--- config.mk ---
export PLATFORM = sky130hd
export DESIGN_NAME = debug_probe_lock
export DESIGN_NICKNAME = d
export VERILOG_FILES = /design/src/logic/debug_probe_lock.v
export VERILOG_INCLUDE_DIRS = /design/src /design/src/logic
export SDC_FILE = /design/constraint.sdc
export NUM_CORES = 1
export LEC_CHECK = 0
export BUFFER_PORTS_ARGS = -buffer_cell sky130_fd_sc_hd__buf_2
export CAP_MARGIN = 5
export CELL_PAD_IN_SITES_DETAIL_PLACEMENT = 2
export CELL_PAD_IN_SITES_GLOBAL_PLACEMENT = 2
export CORE_MARGIN = 5
export CORE_UTILIZATION = 14
export DETAILED_ROUTE_END_ITERATION = 8
export PLACE_DENSITY = 0.85
export SETUP_SLACK_MARGIN = 0.2
export SYNTH_ARGS = -nofsm -noshare
export SYNTH_HDL_FRONTEND = slang
export SYNTH_HIERARCHICAL = 1
export SYNTH_SLANG_ARGS = --single-unit
--- constraint.sdc ---
create_clock -name core_clk_i -period 1.15 [get_ports core_clk_i]
set_input_delay 0.23 -clock core_clk_i [delete_from_list [all_inputs] [get_ports core_clk_i]]
set_output_delay 0.23 -clock core_clk_i [all_outputs]
set_load 0.005 [all_outputs]
--- src/logic/debug_probe_lock_map.vh ---
// register map, field positions and constants of the debug probe lock
`ifndef DEBUG_PROBE_LOCK_MAP_VH
`define DEBUG_PROBE_LOCK_MAP_VH

// ==========================================================================
// register byte addresses
`define DPL_ADDR_MODE 32'hffffe510
`define DPL_ADDR_KEY 32'hffffe514
`define DPL_ADDR_STATUS 32'hffffe518

// ==========================================================================
// mode register fields
`define DPL_MODE_DISABLE_BIT 0
`define DPL_MODE_REENABLE_BIT 1
`define DPL_MODE_RESET 1'h1

// ==========================================================================
// status register fields
`define DPL_STAT_PEND_DISABLE_BIT 0
`define DPL_STAT_PEND_REENABLE_BIT 1
`define DPL_STAT_KEY_REJECT_BIT 2
`define DPL_STAT_PROBE_SEEN_BIT 3

// ==========================================================================
// protect code and read values
`define DPL_PROTECT_CODE 32'h000000c5
`define DPL_READ_ZERO 32'h00000000

`endif

--- src/logic/debug_probe_lock.v ---
// debug probe lock: gates the on-chip debug unit and probe flash reads
//
// The plain strobed port was decided locally.
`timescale 1ns/1ps
`include "debug_probe_lock_map.vh"

module debug_probe_lock (
	// clock and resets
	input wire core_clk_i,
	input wire rst_n_i,
	input wire por_n_i,
	// register port
	input wire [31:0] addr_i,
	input wire [31:0] wdata_i,
	input wire wr_i,
	input wire rd_i,
	output reg [31:0] rdata_o,
	// probe pin and debug unit
	input wire probe_attach_i,
	input wire flash_rd_req_i,
	output wire flash_rd_grant_o,
	output wire flash_rd_refuse_o,
	output reg debug_unit_enable_o,
	output reg probe_active_o,
	output reg probe_lock_o
);

	// ======================================================================
	// decode
	wire hit_mode;
	wire hit_key;
	wire hit_status;
	wire wr_mode;
	wire wr_key;
	wire wr_status;
	wire key_ok;
	wire commit;

	// only the whole address is decoded; narrower accesses are not supported
	assign hit_mode = (addr_i == `DPL_ADDR_MODE);
	assign hit_key = (addr_i == `DPL_ADDR_KEY);
	assign hit_status = (addr_i == `DPL_ADDR_STATUS);
	assign wr_mode = wr_i & hit_mode;
	assign wr_key = wr_i & hit_key;
	assign wr_status = wr_i & hit_status;
	assign key_ok = (wdata_i == `DPL_PROTECT_CODE);
	assign commit = wr_key & key_ok;

	// ======================================================================
	// lock state, reset to locked only by power-on reset
	reg lock_q;
	reg lock_d;
	reg pend_disable_q;
	reg pend_reenable_q;

	always @* begin
		lock_d = lock_q;
		// the key commits whatever the last mode write staged
		if (commit) begin
			if (pend_reenable_q) begin
				lock_d = 1'b1;
			end else begin
				lock_d = pend_disable_q;
			end
		end
		// any other key value falls through unchanged
	end

	// power-on reset is the only reset that reaches the lock
	always @(posedge core_clk_i or negedge por_n_i) begin
		if (!por_n_i) begin
			lock_q <= `DPL_MODE_RESET;
		end else begin
			lock_q <= lock_d;
		end
	end

	// ======================================================================
	// staged mode value, waits for the key
	// an ordinary reset stages a disable, so a key alone shuts the lock, even if it was open
	always @(posedge core_clk_i or negedge rst_n_i) begin
		if (!rst_n_i) begin
			pend_disable_q <= 1'b1;
			pend_reenable_q <= 1'b0;
		end else if (wr_mode) begin
			pend_disable_q <= wdata_i[`DPL_MODE_DISABLE_BIT];
			pend_reenable_q <= wdata_i[`DPL_MODE_REENABLE_BIT];
		end else if (commit) begin
			// a committed change consumes the staged request
			pend_disable_q <= lock_d;
			pend_reenable_q <= 1'b0;
		end
	end

	// ======================================================================
	// rejected key flag, write 1 to clear, a new rejection wins
	reg key_reject_q;
	wire key_bad;

	assign key_bad = wr_key & ~key_ok;

	always @(posedge core_clk_i or negedge rst_n_i) begin
		if (!rst_n_i) begin
			key_reject_q <= 1'b0;
		end else if (key_bad) begin
			key_reject_q <= 1'b1;
		end else if (wr_status && wdata_i[`DPL_STAT_KEY_REJECT_BIT]) begin
			key_reject_q <= 1'b0;
		end
	end

	// ======================================================================
	// probe pin synchroniser
	wire probe_sync_q;

	// the pin is asynchronous; nothing reads it before the second stage
	pin_sync probe_pin_sync (
		.core_clk_i(core_clk_i),
		.rst_n_i(rst_n_i),
		.pin_i(probe_attach_i),
		.pin_sync_o(probe_sync_q)
	);

	// ======================================================================
	// probe gating, next values follow the lock as it will stand
	reg debug_unit_enable_d;
	reg probe_active_d;
	reg probe_lock_d;

	always @* begin
		debug_unit_enable_d = ~lock_d;
		probe_active_d = probe_sync_q & ~lock_d;
		probe_lock_d = lock_d;
	end

	// an ordinary reset forces the gated side shut even if the lock is open;
	// the lock state is shown again one edge after release
	always @(posedge core_clk_i or negedge rst_n_i) begin
		if (!rst_n_i) begin
			debug_unit_enable_o <= 1'b0;
			probe_active_o <= 1'b0;
			probe_lock_o <= 1'b1;
		end else begin
			debug_unit_enable_o <= debug_unit_enable_d;
			probe_active_o <= probe_active_d;
			probe_lock_o <= probe_lock_d;
		end
	end

	// ======================================================================
	// flash reads from the probe
	// refused while either the lock or its gated mirror says locked, so
	// no read slips through in the edge after an ordinary reset
	wire lock_any;

	assign lock_any = lock_q | probe_lock_o;
	assign flash_rd_grant_o = flash_rd_req_i & ~lock_any;
	assign flash_rd_refuse_o = flash_rd_req_i & lock_any;

	// ======================================================================
	// read data, one cycle after the strobe
	// the data stand for that one cycle only and read zero otherwise
	reg [31:0] rdata_d;

	always @* begin
		rdata_d = `DPL_READ_ZERO;
		if (hit_mode) begin
			rdata_d[`DPL_MODE_DISABLE_BIT] = lock_q;
		end else if (hit_status) begin
			rdata_d[`DPL_STAT_PEND_DISABLE_BIT] = pend_disable_q;
			rdata_d[`DPL_STAT_PEND_REENABLE_BIT] = pend_reenable_q;
			rdata_d[`DPL_STAT_KEY_REJECT_BIT] = key_reject_q;
			rdata_d[`DPL_STAT_PROBE_SEEN_BIT] = probe_sync_q;
		end
		// key register and unmapped addresses read zero
	end

	always @(posedge core_clk_i or negedge rst_n_i) begin
		if (!rst_n_i) begin
			rdata_o <= `DPL_READ_ZERO;
		end else if (rd_i) begin
			rdata_o <= rdata_d;
		end else begin
			rdata_o <= `DPL_READ_ZERO;
		end
	end

endmodule

// ==========================================================================
// two-stage synchroniser for a pin from outside the clock domain
module pin_sync (
	// clock and reset
	input wire core_clk_i,
	input wire rst_n_i,
	// pin and its synchronised copy
	input wire pin_i,
	output reg pin_sync_o
);

	reg meta_q;

	// only the second stage may be read by other logic
	always @(posedge core_clk_i or negedge rst_n_i) begin
		if (!rst_n_i) begin
			meta_q <= 1'b0;
			pin_sync_o <= 1'b0;
		end else begin
			meta_q <= pin_i;
			pin_sync_o <= meta_q;
		end
	end

endmodule

* Yosys cells after proc, flatten, opt, wreduce, memory -nomap -nowiden *
Index checks and enable logic that the tools add are counted.
Widths: inputs -> output; s select.

word-level totals
  flip-flop bits (word level) = 13
  bits in latches = 0
  memory bits (writable) = 0
  ROM bits = 0
  bits of input ports = 71
  output and inout port bits = 37
  word-level logic and storage cells = 41
  memories = 0

operators by class
  add/sub/neg operators = 0
  $mul = 0
  divide/modulo/power cells = 0
  magnitude comparators = 0
  equal/unequal tests = 4
  shift-type cells = 0
  multiplexer cells = 12
  bitwise operators = 12
  reduce and logical (&&, ||, !) cells = 3

operators by type and width
  cell                  number
  $eq 32x32->1 const B  3
  $eq 32x8->1 const B   1
  $mux 1                9
  $and 1x1->1           8
  $mux 4                2
  $reduce_bool 2->1     2
  $mux 3                1
  $not 1->1             3
  $logic_and 1x1->1     1
  $or 1x1->1            1

* Logic depth before layout (Yosys ltp) *
Gate-level depths: netlist of the first run.

  depth after elaboration = 6
  mapped depth = 5
  mapped depth without buffers = 5

* Modules after synthesis *
The synthesis of the first run kept the hierarchy.

by module, submodules not included
  module            times used  cells each  area each (µm²)  seq. area each (µm²)
  debug_probe_lock  1           93          902.1            279.0
  pin_sync          1           2           50.0             50.0

* Worst setup path before layout of the first run *
OpenSTA, ideal clock, no wires.

  kind = in2reg
  from = input addr_i[1]
  to = register lock_q
  library setup time = 84 ps
  data arrival time = 1,347 ps
  required time = 1,066 ps
  setup slack = -281 ps
  stages on the path = 5
  buffers on the path = 0
  path through = nand4b_1 > nor4_2 > and4b_4 > nand3_4 > mux2_4

on the way
  cells in the longest elaborated chain, start to end = 4

ends and longest elaborated chain
  item                    RTL line               text
  from (decl)             debug_probe_lock.v:13  input wire [31:0] addr_i,
  $eq 32x32->1 (no line)  n/a
  $and 1x1->1             debug_probe_lock.v:44  assign wr_key = wr_i & hit_key;
  $and 1x1->1             debug_probe_lock.v:47  assign commit = wr_key & key_ok;
  $mux 1                  debug_probe_lock.v:59  if (commit) begin
  named net lock_d        debug_probe_lock.v:52  reg lock_d;
  to (signal assigned)    debug_probe_lock.v:72  lock_q <= `DPL_MODE_RESET;
  to (signal assigned)    debug_probe_lock.v:74  lock_q <= lock_d;
  to (decl)               debug_probe_lock.v:51  reg lock_q;

The timed path passes the listed nets, and every way through them passes these cells.
A chain may end at the register's enable or synchronous reset.

* Worst setup path after layout of the first run *
  from = input addr_i[7]
  to = register probe_lock_o

on the way
  cells in the longest elaborated chain, start to end = 4

ends and longest elaborated chain
  item                    RTL line                text
  $eq 32x32->1 (no line)  n/a
  $and 1x1->1             debug_probe_lock.v:44
  $and 1x1->1             debug_probe_lock.v:47
  $mux 1                  debug_probe_lock.v:59
  named net lock_d        debug_probe_lock.v:52
  to (signal assigned)    debug_probe_lock.v:146  probe_lock_o <= probe_lock_d;
  to (decl)               debug_probe_lock.v:25   output reg probe_lock_o

The timed path passes the listed nets, and every way through them passes these cells.

==> results of run 1 <==
registers in the layout (all words and copies together) (netlist names):
signal / cells
probe_lock_o: 1
probe_pin_sync/meta_q: 1
debug_unit_enable_o: 1
pend_disable_q: 1
pend_reenable_q: 1
lock_q: 1
rdata_o: 4
probe_active_o: 1
key_reject_q: 1
probe_pin_sync/pin_sync_o: 1
report_power, final:
group / total (mW) / internal (mW) / switching (mW) / leakage (nW)
Sequential: 0.466 / 0.464 / 0.00180 / 0.158
Combinational: 0.268 / 0.152 / 0.116 / 0.671
Clock: 0.393 / 0.244 / 0.150 / 0.0228
logic make-up after synthesis:
group | Yosys count
simple gates | 37
mux | 4
compound gates | 8
flops | 13
other cells | 1
buf+inv | 32
per-stage QoR:
step	setup TNS, ns	setup WS (ns)
5_1_grt	-1.71	-0.221
3_5_place_dp	-4.04	-0.465
2_1_floorplan	-1.07	-0.261
3_3_place_gp	-4.09	-0.479
6_report	-1.04	-0.167
4_1_cts	-1.10	-0.158
synth_stat cells, types with 2 or more instances:
cell      number
nor4bb_1       2
nor4_1         5
nand4_1        4
a21oi_1        2
nand4b_1       2
mux2i_1        3
dfstp_2        3
nor2_1         4
buf_4         28
nor3_1         2
or2_2          2
dfrtp_1       10
nor4b_1        2
inv_1          4
worst max-delay path, cell delays in order:
cell	delay (ns)
buf_6	0.09
and4bb_2	0.28
and4_4	0.22
and4b_4	0.27
nand3_4	0.08
mux2_4	0.31
timing repair:
action,CTS,global route
setup endpoints to repair,20,20
hold buffers,2,0
hold endpoints to repair,11,0
gates resized for setup,16,9
pin swaps,14,7
buffers inserted,1,0
layer usage:
layer | up-vias | global-route usage, % | wire length [um]
met1 | 475 | 7.78 | 1210
met3 | 4 | 2.19 | 358
li1 | 479 | - | -
met5 | - | 0 | 0
met4 | 0 | 3.71 | 67
met2 | 65 | 16.2 | 2010
layout make-up:
type | instances | area [um2] | area share (%)
well taps | 80 | 100 | 5.95
clock buffers | 4 | 45.0 | 2.68
repair buffers | 91 | 573 | 34.1
inverters | 4 | 15.0 | 0.892
multi-input cells | 77 | 621 | 36.9
flip-flops and latches | 13 | 329 | 19.6
worst paths after layout:
path,end,depth (start not counted),slack (ns)
min reg2reg,probe_pin_sync/pin_sync_o,0,0.35
max in group asynchronous,probe_lock_o,2,0.48
min,probe_pin_sync/meta_q,1,0.10
max reg2reg,probe_active_o,3,-0.03
max,probe_lock_o,6,-0.17
min in group asynchronous,debug_unit_enable_o,2,0.41
==> impl_results.md, run 1 <==
* Worst-skew pair later-pin latency at 0.24 ns
* Ant. Diodes at 0
* Routed WL per cell at 13.6 um
* Simple-gate portion of the synthesized area at 30.7%
* Dpl cells at 262
* Failing checks: negative setup slack
* Synthesized area at 952 um2
* Top cells by area, synth: dfrtp_1 26%, buf_4 22%, dfstp_2 8.3%
* Min-delay src: probe_attach_i
* Largest net degree at the start of global routing at 13
* RSZ-0062 raised after global routing: yes
* FF+latch count, synth at 13
* Final Hold Vio Count at 0
* GPL Wtd Cong at around 0.76
* Number of flops mapped to enable cells by yosys at 0
* Outcome: complete, but fails checks
* Type of the worst min-delay path: primary input to flip-flop
* Skew final at 0.00111 ns
* Final net count at 261
* # Max-Cap Violations at 0
* RR Startpoint: pend_reenable_q
* Setup-failing EPs final at 9
* CORE AREA at 6720 um2
* Initial Utilization at between 10 and 15%
* Root buf cell: clkbuf_8
* DRC viols at 0
* Sequential fraction of the synthesis area at 34.6%
* Fill cell count at 789
* Max Root-Sink Buffers at 2
* Final ANT Viol Nets at 0
* Post-synthesis mux area share at between 4 and 5%
* Fraction of layout cells with a size suffix above 1 at just over 60%
* Via density at around 3.8
* Post-Synth XOR/XNOR Area at 0%
* Initial antenna violation count at 0
* Die area at 8550 um2
* Top Ports at 108
* First-pass DRT Iterations at 2
* CP max FO at 3
* Worst Setup Start Kind: primary input
* Slew Limit Fails at 0
* Cts bufs inserted at 3
* Power Dens Cells at 670 nW/um2
* Synth Area per Inst at 10.0 um2
* Tightest hold margin at 0.103 ns
* Die span in y at 92.5 um
* Setup crit end kind: flip-flop
* Main combinational cell family by area after synthesis: simple AND/OR/NAND/NOR gates
* Fin crit share at 114%
* DP Area at 1460 um2
* Netlist cell types at 36
* Yosys top cell area share at 26.3%
* Synth Warn # at 6
* Core Util, Final at between 20% and 30%
* LEAKAGE at 0.852 nW
* Post-route cell area at roughly 1700 um2
* FMAX at around 760 MHz
* Drt total wl at 3.65 mm
* Die width at 92.5 um
* Non-filler cells, final at 269
* DRT iter0 DRCs at 11
* Cell type with the highest aggregate area in the netlist: dfrtp_1
* P&R area growth vs syn at 76.7%
* Rows at 30
* Clock transition at the registers of the reported paths at 0.05 ns
* Detailed placer's ending HPWL at approximately 3.2 mm
* Total GRT Usage at under 10%
* Total Power at roughly 1.1 mW
* H-Tree Depth at 1
* Post-synthesis cell count at 95
* First-pass GRT wire length at approximately 5.6 mm
* CP Class: primary input to flip-flop
* FFs w/ async S/R, synth at 100%
* Top_reg_cell synth: dfrtp_1
* Post-Synth Adder-Cell Area at 0%
* Via Count at 1023
* Critical path launch point: addr_i[7]
* CTS tree: built
* Commonest cells after routing, fill and taps aside: 67 x buf_2, 28 x conb_1, 14 x buf_6
* Vias in the first global route at 1207
* Most common cell after layout, fill and taps aside: buf_2
* Sink Count at 13
* Setup ws final at -0.167 ns
* GR Overflow Total at 0
* Post-synthesis compound-gate area fraction at 5.91%
* WP data required at about 1.3 ns
* Arrival @ worst endpoint at 1.48 ns
* Fin crit period at 1.32 ns
* Input/output buffers at 79
* Maximum VDD drop at 0.239 mV
Note: power is estimated with default switching activity, not from simulation.
==> inputs of run 2 (changes only) <==
--- a/config.mk
+++ b/config.mk
@@ -10,6 +10,7 @@
 export CAP_MARGIN = 5
 export CELL_PAD_IN_SITES_DETAIL_PLACEMENT = 2
 export CELL_PAD_IN_SITES_GLOBAL_PLACEMENT = 2
+export CORE_ASPECT_RATIO = 0.6
 export CORE_MARGIN = 5
 export CORE_UTILIZATION = 14
 export DETAILED_ROUTE_END_ITERATION = 8
==> run 2 against run 1 <==
The run still ends with negative setup slack left. Worst hold slack worse by 0.0048 ns. Critical path type unchanged. Via count rose by 0.29%. Sequential share of layout area fell by 0.43 points. Global-route usage rose by 0.067 points. Sequential power hardly changed. Critical path depth did not move. First-iteration DRC count shrank 64%. Flip-flop and latch count unchanged.
==> impl_results.md, run 2 (same netlist as run 1, synthesis figures left out) <==
* Type of the worst min-delay path: primary input to flip-flop
* Setup-failing EPs final at 13
* Outcome: complete, but fails checks
* Slew Limit Fails at 0
* Critical path launch point: addr_i[31]
* First-pass DRT Iterations at 4
* Setup crit end kind: flip-flop
* Final net count at 262
* Initial antenna violation count at 0
* Most common cell after layout, fill and taps aside: buf_2
* Maximum VDD drop at 0.333 mV
* First-pass GRT wire length at 5.64 mm
* Worst-skew pair later-pin latency at 0.24 ns
* Fill cell count at 759
* CP Class: primary input to flip-flop
* Drt total wl at 3.77 mm
* Largest Register: rdata_o
* Die area at 8600 um2
* R2R Setup Slk at -0.06 ns
* GPL Wtd Cong at a little over 0.7
* Root buf cell: clkbuf_16
* Detailed placer's ending HPWL at 3.36 mm
* Setup ws final at -0.211 ns
* Rows at 23
* LEAKAGE at 0.862 nW
* # Max-Cap Violations at 0
* GR Overflow Total at 0
* CORE AREA at 6650 um2
* Top Ports at 108
* Failing checks: negative setup slack
* P&R area growth vs syn at 80.7%
* Initial Utilization at 14.3%
* Max Root-Sink Buffers at 2
* CTS tree: built
* Ant. Diodes at 0
* RR Startpoint: pend_reenable_q
* R2r endpoint: probe_active_o
* Routed WL per cell at between 10 and 15 um
* Input/output buffers at 79
* Largest register FFs at 4
* Via density at 3.70
* Setup TNS at -1.59 ns
* Via Count at 1026
* FMAX at between 700 and 800 MHz
* Largest net degree at the start of global routing at 13
* Fraction of layout cells with a size suffix above 1 at 63.2%
* Die span in y at around 74 um
* RSZ-0062 raised after global routing: yes
* CP max FO at 3
* Power Dens Cells at 797 nW/um2
* Vias in the first global route at 1212
* Final Hold Vio Count at 0
* CP Capture Point: probe_lock_o
* Skew final at 0.00276 ns
* Worst r2r path cells at 3
* Final ANT Viol Nets at 0
* Worst Setup Start Kind: primary input
* H-Tree Depth at 1
* Commonest cells after routing, fill and taps aside: 69 x buf_2, 28 x conb_1, 11 x buf_6
* Clock transition at the registers of the reported paths at 0.04 ns
* DRC viols at 0
* Total Power at 1.37 mW
* Fin crit period at between 1 and 1.5 ns
* Sink Count at 13
* Arrival @ worst endpoint at 1.52 ns
* Cts bufs inserted at 3
* DRT iter0 DRCs at 4
* Die width at 116 um
* Total GRT Usage at between 8 and 9%
* WP data required at 1.31 ns
* Fin crit share at 118%
run 2: what timing repair did:
item / CTS / global route
hold endpoints to repair: 11 / 0
pin swaps: 8 / 12
setup endpoints to repair: 19 / 20
hold buffers: 2 / 0
buffers inserted: 1 / 0
resized for setup: 11 / 14
run 2: layout make-up:
cell class / instances / area, um2 / share of cell area (%)
multi-input combinational: 77 / 624 / 36.3
timing repair buffer: 92 / 564 / 32.8
inverter: 4 / 15.0 / 0.873
clock buffer: 4 / 78.8 / 4.58
tap: 87 / 109 / 6.33
sequential: 13 / 329 / 19.1
run 2: per-layer routing:
metal / vias to the layer above / GRT usage [%] / share of wire (%)
li1: 481 / - / -
met1: 494 / 9.22 / 36
met2: 49 / 16.2 / 55
met3: 2 / 2.06 / 8.2
met4: 0 / 1.29 / 0.72
met5: - / 0 / 0
run 2: worst max-delay path: stages:
cell	delay, ns
buf_6	0.06
nand4_1	0.14
nor4_4	0.36
and4b_4	0.31
nand3_4	0.10
mux2_4	0.31
run 2: per-stage QoR:
stage          setup WS, ns  area (um2)  std cells  utilization (%)  hold WS [ns]
4_1_cts              -0.203        1640        277             24.7        0.0950
3_5_place_dp         -0.494        1470        270             22.2         0.132
6_report             -0.211        1720        277             25.9        0.0987
5_1_grt              -0.299        1720        277             25.9        0.0963
3_3_place_gp         -0.445        1470        270             22.2         0.130
2_1_floorplan        -0.261        1100        122                -       -0.0656
run 2: power by group:
group,switching (mW),leakage [nW],total [mW],internal [mW]
combinational,0.117,0.665,0.265,0.148
clock,0.175,0.0382,0.641,0.466
sequential,0.00155,0.158,0.466,0.465
total,0.293,0.862,1.37,1.08
run 2: how the worst min path moves through the flow:
stage | endpoint | cells past startpoint | start
after floorplan | debug_unit_enable_o | 0 | rst_n_i
after global placement | probe_pin_sync/pin_sync_o | 1 | rst_n_i
after detailed placement | rdata_o[3] | 1 | rst_n_i
after CTS | probe_pin_sync/meta_q | 1 | probe_attach_i
after global routing | probe_pin_sync/meta_q | 1 | probe_attach_i
final | probe_pin_sync/meta_q | 1 | probe_attach_i
==> inputs of run 3 (changes only) <==
--- a/config.mk
+++ b/config.mk
@@ -14,9 +14,9 @@
 export CORE_MARGIN = 5
 export CORE_UTILIZATION = 14
 export DETAILED_ROUTE_END_ITERATION = 8
-export PLACE_DENSITY = 0.85
+export PLACE_DENSITY = 0.88
 export SETUP_SLACK_MARGIN = 0.2
 export SYNTH_ARGS = -nofsm -noshare
 export SYNTH_HDL_FRONTEND = slang
-export SYNTH_HIERARCHICAL = 1
 export SYNTH_SLANG_ARGS = --single-unit
+export TNS_END_PERCENT = 20
==> run 3 against run 2 <==
Utilization is 2.0 points lower. Sequential share of layout area is 2.9 points higher. Worst hold slack worse by 0.0060 ns. Combinational power is 18% lower. The run still ends with negative setup slack left. Clock skew is 0.0021 ns lower. First-iteration DRC count grew to 3.0 times the previous value. Power is 21% lower.
==> impl_results.md, run 3 <==
* Outcome: complete, but fails checks
* Failing checks: negative setup slack
* Die width at 114 um
* Fin crit share at 137%
* Crit path cell chain: buf_6 -> or4b_4 -> nor4_4 -> and4b_4 -> nand3_2 -> a211oi_2
* Largest net degree at the start of global routing at 13
* Sink Count at 13
* Setup ws final at -0.420 ns
* Commonest cells after routing, fill and taps aside: 77 x buf_2, 28 x conb_1, 12 x buf_4
* R2r endpoint: pend_disable_q
* Vias in the first global route at 1141
* Core Util, Final at 23.9%
* Total Power at 1.09 mW
* Synthesized area at 917 um2
* Synth Warn # at 0
* FFs w/ async S/R, synth at between 90% and 100%
* Cell type with the highest aggregate area in the netlist: dfrtp_1
* Yosys top cell area share at 27.3%
* FF+latch count, synth at 13
* CTS tree: built
* Skew final at 0.000644 ns
* Detailed placer's ending HPWL at 3.33 mm
* Cts bufs inserted at 3
* Setup TNS at -3.82 ns
* Final net count at ~260
* Ant. Diodes at 0
* DRC viols at 0
* H-Tree Depth at 1
* Switching share of power at 23.8%
* Setup crit end kind: flip-flop
* Most common cell after layout, fill and taps aside: buf_2
* Fill cell count at roughly 750
* P_int at approximately 0.83 mW
* Wire length on met2 at 1.87 mm
* Root buf cell: clkbuf_8
* Final Hold Vio Count at 0
* Type of the worst min-delay path: primary input to flip-flop
* Highest-delay cell along the critical path: or4b_4
* Arrival @ worst endpoint at 1.73 ns
* Levels on crit path at 6
* Netlist cell types at 31
* Top_reg_cell synth: dfrtp_1
* Die span in y at 72.7 um
* Fraction of layout cells with a size suffix above 1 at approximately 55%
* P&R area growth vs syn at 62.9%
* Slew Limit Fails at 0
* Largest delay contributor family on the critical path: simple AND/OR/NAND/NOR gates
* Largest register FFs at 4
* Total GRT Usage at 8.43%
* CP Capture Point: probe_active_o
* Top cells by area, synth: dfrtp_1 27%, buf_4 23%, dfstp_2 8.6%
* Largest Register: rdata_o
* Post-synthesis cell count at between 90 and 100
* First-pass DRT Iterations at 2
* Slowest stage delay, CP at 0.53 ns
* Worst r2r path cells at 4
* Clock power frac at 37.3%
* Clock transition at the registers of the reported paths at 0.05 ns
* LEAKAGE at 0.769 nW
* RSZ-0062 raised after global routing: yes
* Power Dens Cells at ~730 nW/um2
* R2R Setup Slk at 0.15 ns
* Fin crit period at approximately 1.6 ns
* Seq pwr share at between 40% and 50%
* Net Switching at about 0.26 mW
* Logic pwr share at 20.0%
* Most frequent cell after synthesis: buf_4
* WP data required at 1.31 ns
* Met1 WL at between 1 and 1.5 mm
* DRT iter0 DRCs at 12
* Routed WL per cell at around 13 um
* Rows at 22
* First-pass GRT wire length at about 5.5 mm
* GPL Wtd Cong at about 0.8
* Via density at 3.71
* Initial Utilization at 14.7%
* Input/output buffers at 79
* FMAX at 637 MHz
* Initial antenna violation count at 0
* DR top layer: met4
* Synth Area per Inst at ~9.7 um2
* Drt total wl at 3.62 mm
* Number of flops mapped to enable cells by yosys at 0
* GR Overflow Total at 0
* DR WL met3 at 271 um
* Setup-failing EPs final at 13
* Worst Setup Start Kind: primary input
* CP max FO at 4
* CP Class: primary input to flip-flop
* Die area at 8320 um2
* Critical path launch point: addr_i[9]
* # Max-Cap Violations at 0
* Max Root-Sink Buffers at 2
* Via Count at 1021
* Sequential fraction of the synthesis area at 35.9%
* Worst-skew pair later-pin latency at approximately 0.24 ns
* Critical path buffers and inverters at 1
* Maximum VDD drop at 0.255 mV
* Top Ports at 108
* CORE AREA at 6250 um2
* Final ANT Viol Nets at 0
* RR Startpoint: pend_reenable_q
* Synth cell count leaders: 28 x buf_4, 10 x dfrtp_1, 6 x nor4_1, 5 x nand4_1, 5 x nor2_1
## run 3: changes by cell type after synthesis, sizes merged, moves of 2 or more
cell    before  now
and4bb       2    0
mux2i        3    1
nand2        1    3
or2          2    0
## run 3: what timing repair did
item | in CTS | in global routing
hold buffers | 2 | 0
setup endpoints to repair | 20 | 20
buffers inserted | 1 | 2
pin swaps | 5 | 0
gates resized for setup | 2 | 3
endpoints found under the hold margin | 11 | 0
## run 3: cell type report
class / instances / area, um2 / share of cell area (%)
clock buffers: 4 / 45.0 / 3.02
inverters: 4 / 15.0 / 1.01
multi-input cells: 77 / 482 / 32.2
flip-flops and latches: 13 / 329 / 22.0
well taps: 84 / 105 / 7.04
repair buffers: 93 / 518 / 34.7
## run 3: layer usage
metal | track usage [%] | vias to the layer above
li1 | - | 482
met1 | 9.57 | 489
met2 | 15.7 | 46
met3 | 2.40 | 4
met4 | 1.98 | 0
met5 | 0 | -
## run 3: through the flow
step / hold slack [ns] / worst slack, ns / instance area, um2 / instances
after detailed placement: 0.131 / -0.697 / 1380 / 266
after global routing: 0.0779 / -0.486 / 1490 / 275
final: 0.0927 / -0.420 / 1490 / 275
after floorplan: -0.0656 / -0.468 / 1020 / 122
after global placement: 0.126 / -0.653 / 1380 / 266
after CTS: 0.0837 / -0.414 / 1460 / 273
## run 3: cells by family after synthesis
family | count (synthesis) | share of synthesized area [%]
simple gates | 36 | 28.0
buf+inv | 32 | 24.6
flops | 13 | 35.9
compound gates | 12 | 10.1
mux | 1 | 1.09
other cells | 1 | 0.409
## run 3: worst min path at each step
stage / from / endpoint / slack (ns) / cells past startpoint
finish: probe_attach_i / probe_pin_sync.meta_q / 0.09 / 1
global route: probe_attach_i / probe_pin_sync.meta_q / 0.08 / 1
CTS: probe_attach_i / probe_pin_sync.meta_q / 0.08 / 1
detailed placement: rst_n_i / rdata_o[3] / 0.13 / 1
global placement: rst_n_i / probe_pin_sync.pin_sync_o / 0.13 / 1
floorplan: rst_n_i / debug_unit_enable_o / -0.07 / 0
## run 3: power by group through the flow
stage	clock, mW	combinational, mW	sequential, mW
global route	0.460	0.244	0.465
detailed placement	0	0.204	0.472
finish	0.406	0.217	0.465
CTS	0.431	0.213	0.465
floorplan	0	0.118	0.473
global placement	0	0.194	0.473
